$ cat src/rtl/blc_params.svh
// Constants of the blit engine control register block: offsets, fields, reset values.
// Assumes inclusion by bare name from rtl/; definitions only.
`ifndef BLC_PARAMS_SVH
`define BLC_PARAMS_SVH

`define BLC_CTRL_OFFSET 24'h400010
`define BLC_DATA_PORT_OFFSET 24'h400100

`define BLC_CTRL_RESET 32'h00000000
`define BLC_CTRL_WR_MASK 32'h007FF7FF

`define BLC_BUSY_BIT 31
`define BLC_PAT_ROW_LSB 20
`define BLC_SOLID_BIT 19
`define BLC_PAT_MONO_BIT 18
`define BLC_PAT_MASK_BIT 17
`define BLC_CMP_LSB 14
`define BLC_SRC_MASK_BIT 13
`define BLC_SRC_MONO_BIT 12
`define BLC_SRC_HOST_BIT 10
`define BLC_CORNER_LSB 8
`define BLC_ROP_LSB 0

`define BLC_HOST_MONO_BIT 0

`endif

$ cat src/rtl/blc_pkg.sv
// Types shared by the blit engine control block.
// Assumes nothing of its surroundings.
package blc_pkg;

  typedef logic [23:0] blc_colour_t;

  typedef enum logic [1:0] {
    BLC_BPP8 = 2'h0,
    BLC_BPP16 = 2'h1,
    BLC_BPP24 = 2'h2
  } blc_bpp_t;

  typedef enum logic [1:0] {
    BLC_UPPER_LEFT = 2'h0,
    BLC_UPPER_RIGHT = 2'h1,
    BLC_LOWER_LEFT = 2'h2,
    BLC_LOWER_RIGHT = 2'h3
  } blc_corner_t;

  typedef enum {
    BLC_IDLE,
    BLC_RUN
  } blc_state_t;

endpackage

$ cat src/rtl/blc_pix_if.sv
// Carrier between the control top and the per-pixel evaluator.
// Assumes both ends sit on the same clock.
`timescale 1ns/100ps
interface blc_pix_if;
  import blc_pkg::*;
  logic solid_pat;
  logic pat_mono;
  logic pat_mask;
  logic [2:0] cmp;
  logic src_mask;
  logic src_mono;
  logic src_pair_sel;
  logic [7:0] rop;
  blc_bpp_t bpp;
  logic [7:0] pat_row_bits;
  logic [2:0] pat_col;
  blc_colour_t pat_colour;
  blc_colour_t pat_bg;
  blc_colour_t pat_fg;
  blc_colour_t src_bg;
  blc_colour_t src_fg;
  logic src_bit;
  blc_colour_t src_colour;
  blc_colour_t dst_colour;
  blc_colour_t result;
  logic we;

  modport ctl (
    output solid_pat, pat_mono, pat_mask, cmp, src_mask, src_mono, src_pair_sel, rop, bpp,
    output pat_row_bits, pat_col, pat_colour, pat_bg, pat_fg, src_bg, src_fg,
    output src_bit, src_colour, dst_colour,
    input result, we
  );

  modport eval (
    input solid_pat, pat_mono, pat_mask, cmp, src_mask, src_mono, src_pair_sel, rop, bpp,
    input pat_row_bits, pat_col, pat_colour, pat_bg, pat_fg, src_bg, src_fg,
    input src_bit, src_colour, dst_colour,
    output result, we
  );
endinterface

$ cat src/rtl/blc_pixel.sv
// Per-pixel evaluator: operand expansion, raster operation and write masking.
// Assumes operands are stable in the cycle they are read; purely combinational.
`timescale 1ns/100ps
module blc_pixel (
  // Pixel operands and result
  blc_pix_if.eval pix
);
  import blc_pkg::*;

  logic pat_bit;
  blc_colour_t exp_bg;
  blc_colour_t exp_fg;
  blc_colour_t pat_op;
  blc_colour_t src_op;
  blc_colour_t rop_out;
  blc_colour_t depth_mask;
  blc_colour_t cmp_lhs;
  logic cmp_same;
  logic cmp_ok;
  logic pat_keep;
  logic src_keep;

  // Operand expansion
  always_comb begin
    pat_bit = pix.solid_pat ? 1'b0 : pix.pat_row_bits[pix.pat_col];
    exp_bg = pix.src_pair_sel ? pix.src_bg : pix.pat_bg;
    exp_fg = pix.src_pair_sel ? pix.src_fg : pix.pat_fg;
    pat_op = pix.pat_mono ? (pat_bit ? pix.pat_fg : pix.pat_bg) : pix.pat_colour;
    src_op = pix.src_mono ? (pix.src_bit ? exp_fg : exp_bg) : pix.src_colour;
  end

  // Raster operation per bit
  genvar b;
  generate
    for (b = 0; b < 24; b = b + 1) begin : g_rop
      assign rop_out[b] = pix.rop[{pat_op[b], src_op[b], pix.dst_colour[b]}];
    end
  endgenerate

  // Colour compare at engine depth
  always_comb begin
    unique case (pix.bpp)
      BLC_BPP8: depth_mask = 24'h0000FF;
      BLC_BPP16: depth_mask = 24'h00FFFF;
      default: depth_mask = 24'hFFFFFF;
    endcase
    cmp_lhs = pix.cmp[1] ? pix.dst_colour : rop_out;
    cmp_same = (cmp_lhs & depth_mask) == (exp_bg & depth_mask);
    cmp_ok = !pix.cmp[0] || (pix.cmp[2] ? cmp_same : !cmp_same);
  end

  // Write masking
  always_comb begin
    pat_keep = pix.pat_mask && pix.pat_mono && !pat_bit;
    src_keep = pix.src_mask && pix.src_mono && !pix.src_bit;
  end

  assign pix.result = rop_out & depth_mask;
  assign pix.we = cmp_ok && !pat_keep && !src_keep;

endmodule // blc_pixel

$ cat src/rtl/blc_top.sv
// Blit engine control register and pixel sequencer.
// Assumes a memory-space register port and frame-buffer operands on the same clock.
`timescale 1ns/100ps
`include "blc_params.svh"
module blc_top #(
  parameter int DIM_W = 13
) (
  // Clock and reset
  input wire logic i_clk,
  input wire logic i_srst,
  // Memory-space register access
  input wire logic i_mem_wr,
  input wire logic i_mem_rd,
  input wire logic [23:0] i_mem_addr,
  input wire logic [3:0] i_mem_be,
  input wire logic [31:0] i_mem_wdata,
  output logic [31:0] o_mem_rdata,
  output logic o_data_port_ready,
  // Operation setup from the other engine registers
  input wire logic i_start,
  input wire logic [DIM_W-1:0] i_width_px,
  input wire logic [DIM_W-1:0] i_height,
  input wire logic [2:0] i_dst_addr_lo,
  input wire blc_pkg::blc_bpp_t i_bpp,
  input wire logic i_src_pair_sel,
  input wire blc_pkg::blc_colour_t i_pat_bg,
  input wire blc_pkg::blc_colour_t i_pat_fg,
  input wire blc_pkg::blc_colour_t i_src_bg,
  input wire blc_pkg::blc_colour_t i_src_fg,
  // Frame-buffer operands
  input wire logic i_pix_valid,
  input wire logic [7:0] i_pat_row_bits,
  input wire blc_pkg::blc_colour_t i_pat_colour,
  input wire logic i_fb_src_bit,
  input wire blc_pkg::blc_colour_t i_fb_src_colour,
  input wire blc_pkg::blc_colour_t i_dst_colour,
  // Fetch steering
  output logic o_busy,
  output logic o_pat_fetch_en,
  output logic o_src_fetch_fb,
  output logic o_x_step_neg,
  output logic o_y_step_neg,
  output logic [2:0] o_pat_row,
  output logic [2:0] o_pat_col,
  output logic o_pix_ready,
  // Pixel result
  output logic o_pix_strobe,
  output logic o_pix_we,
  output blc_pkg::blc_colour_t o_pix_result,
  output logic [DIM_W-1:0] o_pix_x,
  output logic [DIM_W-1:0] o_pix_y
);
  import blc_pkg::*;

  blc_pix_if pix ();

  logic [31:0] ctrl;
  logic [7:0] ctrl_byte [4];
  blc_state_t state;
  logic [DIM_W-1:0] x_cnt;
  logic [DIM_W-1:0] y_cnt;
  logic [DIM_W-1:0] width_r;
  logic [DIM_W-1:0] height_r;
  logic [2:0] dst_lo_r;
  logic [2:0] pat_row;
  logic [2:0] pat_col;
  logic host_full;
  blc_colour_t host_colour;
  logic host_bit;

  logic acc_ctrl;
  logic acc_port;
  logic [31:0] ctrl_read;
  logic f_solid;
  logic f_pat_mono;
  logic f_pat_mask;
  logic [2:0] f_cmp;
  logic f_src_mask;
  logic f_src_mono;
  logic f_src_host;
  blc_corner_t f_corner;
  logic [7:0] f_rop;
  logic [2:0] f_pat_row;
  logic go;
  logic step;
  logic last_x;
  logic last_y;
  logic port_take;

  // Address decode
  assign acc_ctrl = (i_mem_addr == `BLC_CTRL_OFFSET);
  assign acc_port = (i_mem_addr == `BLC_DATA_PORT_OFFSET);

  // Field views of the control register
  assign f_pat_row = ctrl[`BLC_PAT_ROW_LSB +: 3];
  assign f_solid = ctrl[`BLC_SOLID_BIT];
  assign f_pat_mono = ctrl[`BLC_PAT_MONO_BIT];
  assign f_pat_mask = ctrl[`BLC_PAT_MASK_BIT];
  assign f_cmp = ctrl[`BLC_CMP_LSB +: 3];
  assign f_src_mask = ctrl[`BLC_SRC_MASK_BIT];
  assign f_src_mono = ctrl[`BLC_SRC_MONO_BIT];
  assign f_src_host = ctrl[`BLC_SRC_HOST_BIT];
  assign f_corner = blc_corner_t'(ctrl[`BLC_CORNER_LSB +: 2]);
  assign f_rop = ctrl[`BLC_ROP_LSB +: 8];

  // Read view: busy on top, reserved bits zero
  always_comb begin
    ctrl_read = ctrl & `BLC_CTRL_WR_MASK;
    ctrl_read[`BLC_BUSY_BIT] = (state == BLC_RUN);
  end

  // Control register writes per byte lane
  genvar g;
  generate
    for (g = 0; g < 4; g = g + 1) begin : g_lane
      localparam logic [7:0] LANE_KEEP = 8'(`BLC_CTRL_WR_MASK >> (8 * g));
      localparam logic [7:0] LANE_RESET = 8'(`BLC_CTRL_RESET >> (8 * g));
      always_ff @(posedge i_clk) begin
        if (i_srst) begin
          ctrl_byte[g] <= LANE_RESET;
        end else if (i_mem_wr && acc_ctrl && i_mem_be[g]) begin
          ctrl_byte[g] <= i_mem_wdata[8*g +: 8] & LANE_KEEP;
        end
      end
    end
  endgenerate
  assign ctrl = {ctrl_byte[3], ctrl_byte[2], ctrl_byte[1], ctrl_byte[0]};

  // Register read data
  always_ff @(posedge i_clk) begin
    if (i_srst) begin
      o_mem_rdata <= 32'h00000000;
    end else if (i_mem_rd) begin
      o_mem_rdata <= acc_ctrl ? ctrl_read : 32'h00000000;
    end
  end

  // Sequencing terms
  assign go = i_start && (state == BLC_IDLE) && (i_width_px != '0) && (i_height != '0);
  assign step = (state == BLC_RUN) && i_pix_valid && (!f_src_host || host_full);
  assign last_x = (x_cnt == width_r - 1'b1);
  assign last_y = (y_cnt == height_r - 1'b1);
  assign port_take = i_mem_wr && acc_port && o_data_port_ready;

  // Handshake outputs
  assign o_data_port_ready = (state == BLC_RUN) && f_src_host && !host_full;
  assign o_pix_ready = step;

  // Engine state
  always_ff @(posedge i_clk) begin
    if (i_srst) begin
      state <= BLC_IDLE;
    end else if (go) begin
      state <= BLC_RUN;
    end else if (step && last_x && last_y) begin
      state <= BLC_IDLE;
    end
  end

  // Operation size latched at start
  always_ff @(posedge i_clk) begin
    if (i_srst) begin
      width_r <= '0;
      height_r <= '0;
    end else if (go) begin
      width_r <= i_width_px;
      height_r <= i_height;
    end
  end

  // Line start column latched at start
  always_ff @(posedge i_clk) begin
    if (i_srst) begin
      dst_lo_r <= 3'h0;
    end else if (go) begin
      dst_lo_r <= i_dst_addr_lo;
    end
  end

  // Pixel counter along the line
  always_ff @(posedge i_clk) begin
    if (i_srst) begin
      x_cnt <= '0;
    end else if (go) begin
      x_cnt <= '0;
    end else if (step) begin
      if (last_x) begin
        x_cnt <= '0;
      end else begin
        x_cnt <= x_cnt + 1'b1;
      end
    end
  end

  // Line counter
  always_ff @(posedge i_clk) begin
    if (i_srst) begin
      y_cnt <= '0;
    end else if (go) begin
      y_cnt <= '0;
    end else if (step && last_x) begin
      y_cnt <= y_cnt + 1'b1;
    end
  end

  // Pattern row walks with the lines
  always_ff @(posedge i_clk) begin
    if (i_srst) begin
      pat_row <= 3'h0;
    end else if (go) begin
      pat_row <= f_pat_row;
    end else if (step && last_x) begin
      if (f_corner[1]) begin
        pat_row <= pat_row - 3'h1;
      end else begin
        pat_row <= pat_row + 3'h1;
      end
    end
  end

  // Pattern column from destination address low bits
  always_ff @(posedge i_clk) begin
    if (i_srst) begin
      pat_col <= 3'h0;
    end else if (go) begin
      pat_col <= i_dst_addr_lo;
    end else if (step) begin
      if (last_x) begin
        pat_col <= dst_lo_r;
      end else if (f_corner[0]) begin
        pat_col <= pat_col - 3'h1;
      end else begin
        pat_col <= pat_col + 3'h1;
      end
    end
  end

  // Host data port holding flag
  always_ff @(posedge i_clk) begin
    if (i_srst) begin
      host_full <= 1'b0;
    end else if (go) begin
      host_full <= 1'b0;
    end else if (port_take) begin
      host_full <= 1'b1;
    end else if (step) begin
      host_full <= 1'b0;
    end
  end

  // Host data port word
  always_ff @(posedge i_clk) begin
    if (i_srst) begin
      host_colour <= '0;
      host_bit <= 1'b0;
    end else if (port_take) begin
      host_colour <= i_mem_wdata[23:0];
      host_bit <= i_mem_wdata[`BLC_HOST_MONO_BIT];
    end
  end

  // Operands to the evaluator
  assign pix.solid_pat = f_solid;
  assign pix.pat_mono = f_pat_mono;
  assign pix.pat_mask = f_pat_mask;
  assign pix.cmp = f_cmp;
  assign pix.src_mask = f_src_mask;
  assign pix.src_mono = f_src_mono;
  assign pix.src_pair_sel = i_src_pair_sel;
  assign pix.rop = f_rop;
  assign pix.bpp = i_bpp;
  assign pix.pat_row_bits = i_pat_row_bits;
  assign pix.pat_col = pat_col;
  assign pix.pat_colour = i_pat_colour;
  assign pix.pat_bg = i_pat_bg;
  assign pix.pat_fg = i_pat_fg;
  assign pix.src_bg = i_src_bg;
  assign pix.src_fg = i_src_fg;
  assign pix.src_bit = f_src_host ? host_bit : i_fb_src_bit;
  assign pix.src_colour = f_src_host ? host_colour : i_fb_src_colour;
  assign pix.dst_colour = i_dst_colour;

  blc_pixel u_pixel (
    .pix(pix)
  );

  // Pixel strobe and write enable
  always_ff @(posedge i_clk) begin
    if (i_srst) begin
      o_pix_strobe <= 1'b0;
      o_pix_we <= 1'b0;
    end else begin
      o_pix_strobe <= step;
      o_pix_we <= step && pix.we;
    end
  end

  // Registered pixel result and position
  always_ff @(posedge i_clk) begin
    if (i_srst) begin
      o_pix_result <= '0;
      o_pix_x <= '0;
      o_pix_y <= '0;
    end else if (step) begin
      o_pix_result <= pix.result;
      o_pix_x <= x_cnt;
      o_pix_y <= y_cnt;
    end
  end

  // Busy copy of the status bit
  always_ff @(posedge i_clk) begin
    if (i_srst) begin
      o_busy <= 1'b0;
    end else begin
      o_busy <= ctrl_read[`BLC_BUSY_BIT];
    end
  end

  // Operand fetch enables
  always_ff @(posedge i_clk) begin
    if (i_srst) begin
      o_pat_fetch_en <= 1'b0;
      o_src_fetch_fb <= 1'b0;
    end else begin
      o_pat_fetch_en <= !(f_pat_mono && f_solid);
      o_src_fetch_fb <= !f_src_host;
    end
  end

  // Scan directions from the starting corner
  always_ff @(posedge i_clk) begin
    if (i_srst) begin
      o_x_step_neg <= 1'b0;
      o_y_step_neg <= 1'b0;
    end else begin
      o_x_step_neg <= f_corner[0];
      o_y_step_neg <= f_corner[1];
    end
  end

  assign o_pat_row = pat_row;
  assign o_pat_col = pat_col;

endmodule // blc_top

$ cat config.mk
export PLATFORM = sky130hd
export DESIGN_NAME = blc_top
export DESIGN_NICKNAME = d
export VERILOG_FILES = /design/src/rtl/blc_pkg.sv /design/src/rtl/blc_pix_if.sv /design/src/rtl/blc_pixel.sv /design/src/rtl/blc_top.sv
export VERILOG_INCLUDE_DIRS = /design/src /design/src/rtl
export SDC_FILE = /design/constraint.sdc
export NUM_CORES = 1
export LEC_CHECK = 0
export ABC_CLOCK_PERIOD_IN_PS = 4700
export BUFFER_PORTS_ARGS = -buffer_cell sky130_fd_sc_hd__buf_2
export CORE_MARGIN = 2
export CORE_UTILIZATION = 50
export CTS_CLUSTER_SIZE = 30
export DETAILED_ROUTE_END_ITERATION = 10
export PLACE_DENSITY_LB_ADDON = 0.08
export SLEW_MARGIN = 40
export SYNTH_ARGS = -nofsm -noshare
export SYNTH_HDL_FRONTEND = slang
export SYNTH_SLANG_ARGS = --single-unit
$ cat constraint.sdc
create_clock -name i_clk -period 4.7 [get_ports i_clk]
set_input_delay 0.705 -clock i_clk [delete_from_list [all_inputs] [get_ports i_clk]]
set_output_delay 0.705 -clock i_clk [all_outputs]
set_load 0.01 [all_outputs]
==> impl_metrics.xml <==
<?xml version="1.0" encoding="UTF-8"?>
<metrics>
  <group name="min_path">
    <metric name="holdCritPathClass" unit="">reg2reg</metric>
    <metric name="hold_path.startpoint" unit="">o_pix_x[2]</metric>
  </group>
  <group name="cells_and_area">
    <metric name="layout.nets" unit="">2031</metric>
    <metric name="post_layout_nonfiller_instances" unit="">2100</metric>
    <metric name="final_core_util" unit="%">61.0</metric>
    <metric name="final_area" unit="mm2">0.0153</metric>
    <metric name="layout-drive-gt1-share" unit="%">28.9</metric>
    <metric name="area_growth" unit="%">19.9</metric>
  </group>
  <group name="setup_path">
    <metric name="path_depth" unit="">11</metric>
    <metric name="worst-setup-path-type" unit="">reg2reg</metric>
    <metric name="worstSetupStartpoint" unit="">ctrl_byte[0][10]</metric>
    <metric name="worst_path_max_delay_cell" unit="">or4_1</metric>
    <metric name="cp_data_arrival_time" unit="ns">4.52</metric>
    <metric name="crit_chain" unit="">buf_4, mux2i_1, mux4_2, o21bai_1, mux2i_1, xor2_1, o2111ai_1, or4_1, a32oi_1, o2111a_1, nor3_2</metric>
    <metric name="critPathCaptureType" unit="">flip-flop</metric>
    <metric name="cp.buffers_inverters" unit="">1</metric>
    <metric name="slowest_delay" unit="ns">0.58</metric>
    <metric name="rr_endpoint" unit="">o_pix_we</metric>
    <metric name="path_delay_family" unit="">multiplexers</metric>
    <metric name="max_fanout_on_critical_path" unit="">26</metric>
    <metric name="timing.critical_path.required" unit="ns">5.03</metric>
    <metric name="crit_path_start_kind" unit="">flip-flop</metric>
    <metric name="r2r_worst_path_depth" unit="">11</metric>
    <metric name="r2r_setup_slack" unit="ns">0.50</metric>
    <metric name="reg2reg_from" unit="">ctrl_byte[0][10]</metric>
    <metric name="critical_path.endpoint" unit="">o_pix_we</metric>
    <metric name="crit_path_frequent_cell" unit="">mux2i_1</metric>
  </group>
  <group name="synthesis">
    <metric name="synth_largest_type_area_fraction" unit="%">26.2</metric>
    <metric name="post_synth_inst_count" unit="">1471</metric>
    <metric name="ys_top_cells_by_area" unit="">dfxtp_1, mux2i_1, mux4_2</metric>
    <metric name="ys_dominant_reg_cell" unit="">dfxtp_1</metric>
    <metric name="seq_area_frac_synth" unit="%">31.4</metric>
    <metric name="asyncSetResetFlopFracSynth" unit="%">0</metric>
    <metric name="area_of_the_mapped_netlist" unit="mm2">0.0128</metric>
    <metric name="synth_top_area_cell" unit="">dfxtp_1</metric>
    <metric name="yosys_register_bits" unit="">189</metric>
    <metric name="synth-edff-count" unit="">22</metric>
    <metric name="synth.avg_cell_area" unit="um2">8.68</metric>
    <metric name="ys_warn_count" unit="">0</metric>
    <metric name="synth_cell_type_count" unit="">68</metric>
  </group>
  <group name="power">
    <metric name="power.density_cell_area" unit="mW/mm2">280</metric>
    <metric name="total_leakage_power" unit="nW">6.56</metric>
    <metric name="pwr-share-comb" unit="%">24.0</metric>
    <metric name="switching_share" unit="%">33.4</metric>
    <metric name="internal_power" unit="mW">2.85</metric>
    <metric name="ir_drop" unit="V">0.000170</metric>
    <metric name="p_total" unit="mW">4.29</metric>
    <metric name="power_switching" unit="mW">1.43</metric>
    <metric name="sequential_power_share" unit="%">40.1</metric>
    <metric name="pwr-share-clk" unit="%">35.9</metric>
  </group>
  <group name="floorplan">
    <metric name="design.core.area" unit="mm2">0.0251</metric>
    <metric name="start_util" unit="%">50.9</metric>
    <metric name="std_cell_rows" unit="">58</metric>
    <metric name="die_y" unit="um">164</metric>
    <metric name="die_area" unit="mm2">0.0268</metric>
    <metric name="io_pins" unit="">372</metric>
    <metric name="die_width" unit="um">164</metric>
  </group>
  <group name="clock_tree">
    <metric name="cts-root-buf" unit="">clkbuf_16</metric>
    <metric name="htree_num_levels" unit="">4</metric>
    <metric name="clock_insertion_delay_worst_skew" unit="ns">0.45</metric>
    <metric name="cts_inserted_buffers" unit="">17</metric>
    <metric name="cts.reportedPaths.clkPinSlew" unit="ns">0.08</metric>
    <metric name="post_cts_buffers" unit="">0</metric>
    <metric name="post_cts_resized" unit="">0</metric>
    <metric name="clockBufferDepth" unit="">2</metric>
    <metric name="clock-sinks" unit="">189</metric>
    <metric name="cts_tree" unit="">yes</metric>
    <metric name="cts.hold.buffers_added" unit="">0</metric>
  </group>
  <group name="global_routing">
    <metric name="antenna_found_initial" unit="">15</metric>
    <metric name="first_global_vias" unit="">12100</metric>
    <metric name="grt_first_pass_wirelength" unit="um">68300</metric>
    <metric name="maximum_number_of_pins_on_one_net_before_global_route_repair" unit="">63</metric>
    <metric name="gr-total-overflow" unit="">0</metric>
    <metric name="grt.total_usage" unit="%">33.5</metric>
  </group>
  <group name="timing">
    <metric name="grt_setup_unrepaired" unit="">false</metric>
    <metric name="skew" unit="ns">0.0212</metric>
    <metric name="fin_ws" unit="ns">0.504</metric>
    <metric name="timing.hold.ws" unit="ns">0.452</metric>
    <metric name="max_freq" unit="MHz">238</metric>
    <metric name="final_max_slew_viol_count" unit="">0</metric>
    <metric name="min_period" unit="ns">4.20</metric>
    <metric name="setup-tns-final" unit="ns">0</metric>
    <metric name="final-hold-violation-count" unit="">0</metric>
    <metric name="worst_pin_slew" unit="ns">0.774</metric>
    <metric name="max_slew_margin" unit="%">48.4</metric>
    <metric name="post-route-period-util" unit="%">89.3</metric>
    <metric name="finalSetupViolations" unit="">0</metric>
  </group>
  <group name="route">
    <metric name="detail_route.first_pass.iterations" unit="">6</metric>
    <metric name="first_drt_iteration_drcs" unit="">1235</metric>
    <metric name="wl_per_cell" unit="um">21.8</metric>
    <metric name="routed_via_density" unit="">5.99</metric>
    <metric name="final_routed_wirelength" unit="um">45700</metric>
    <metric name="postRouteAntennaNets" unit="">0</metric>
    <metric name="via_count" unit="">12600</metric>
    <metric name="drc" unit="">0</metric>
  </group>
  <group name="status">
    <metric name="status" unit="">completed</metric>
  </group>
  <group name="place">
    <metric name="routabilityCongestion" unit="">0.981</metric>
    <metric name="placed_cells" unit="">2061</metric>
    <metric name="placement.io_buffers" unit="">353</metric>
    <metric name="hpwlAfterDp" unit="um">34700</metric>
    <metric name="post_dp_cell_area" unit="mm2">0.0147</metric>
    <metric name="pre_cts_slack" unit="ns">0.323</metric>
  </group>
  <group name="job">
    <metric name="cap_violations" unit="">0</metric>
  </group>
</metrics>
-- cell usage in the layout (no fill, tap or decap), types with 14 or more instances in the layout --
cell       count
and3_1        35
a21oi_1      125
inv_1         18
nor4_1        16
xor2_1        45
nor3_1        27
dfxtp_1      167
nor2_1       140
buf_2        352
nand2_1      155
mux4_2        52
a31oi_1       18
nand2b_1      28
buf_4         35
o21ai_0       37
edfxtp_1      22
nand4_1       18
mux2i_1      177
a211oi_1      14
nand3_1       52
xnor2_1       60
clkbuf_16     17
-- logic make-up (layout without fill, tap and decap cells) --
logic type               after synthesis  after routing  synth area share (%)
adder cells (fa/ha/maj)                6              6                 0.705
flip-flops                           189            189                  31.4
AND/OR/NAND/NOR                      515            515                  19.0
XOR/XNOR                             105            105                  7.20
multiplexers                         244            244                  24.5
AO/OA/AOI/OAI                        256            256                  12.1
buffers and inverters                155            439                  5.06
other                                  1             16                0.0294
-- worst reg2reg max path: stages (launching register included) --
cell and delay, ns:
edfxtp_1 0.56, buf_4 0.47, mux2i_1 0.42, mux4_2 0.55, o21bai_1 0.17, mux2i_1 0.33, xor2_1 0.23, o2111ai_1 0.11
or4_1 0.58, a32oi_1 0.36, o2111a_1 0.26, nor3_2 0.05
-- worst min path at each step --
stage / end / cells past startpoint / slack [ns]
2_1_floorplan: dst_lo_r[0] / 2 / 0.44
3_3_place_gp: o_pix_y[8] / 2 / 0.44
3_5_place_dp: o_pix_x[2] / 2 / 0.45
4_1_cts: o_pix_x[2] / 2 / 0.46
5_1_grt: o_pix_y[10] / 2 / 0.47
6_report: o_pix_x[2] / 2 / 0.45
-- cell type report --
| type | instances | area (um2) |
|---|---|---|
| fillers | 2363 | 9800 |
| diodes | 7 | 17.5 |
| multi-input cells | 1135 | 8160 |
| inverters | 19 | 71.3 |
| flip-flops and latches | 189 | 4000 |
| clock inverters | 15 | 179 |
| clock buffers | 17 | 425 |
| repair buffers | 388 | 2040 |
| well taps | 330 | 413 |
-- power by group through the flow --
| stage | clock network, mW | registers (mW) | logic (mW) |
|---|---|---|---|
| detailed placement | 0 | 1.75 | 1.01 |
| finish | 1.54 | 1.72 | 1.03 |
| global route | 1.62 | 1.72 | 1.10 |
| CTS | 1.55 | 1.72 | 1.01 |
| floorplan | 0 | 1.74 | 0.670 |
| global placement | 0 | 1.75 | 0.995 |
-- sequential cells by signal, summed over array words and instances, names as in the netlist, 13 cells and up --
signal,count
y_cnt,13
o_mem_rdata,23
host_colour,24
o_pix_result,24
o_pix_x,13
o_pix_y,13
x_cnt,13
width_r,13
ctrl_byte,22
height_r,13
-- routing by layer --
layer | GRT usage [%] | wire, um
met5 | 0 | 52
met4 | 15.4 | 1960
met3 | 8.23 | 4360
met2 | 55.1 | 21500
met1 | 41.3 | 17800
-- cell usage after synthesis (all sizes together), types with 6 or more instances --
master and count:
a211oi 14, a21oi 125, a22oi 9, a31o 13
a31oi 18, and3 35, buf 45, clkbuf 91
dfxtp 167, edfxtp 22, inv 18, mux2 13
mux2i 179, mux4 52, nand2 155, nand2b 28
nand3 52, nand4 18, nor2 144, nor2b 9
nor3 29, nor4 16, o211ai 6, o21ai 39
xnor2 60, xor2 45
(Power assumes the default switching activity.)
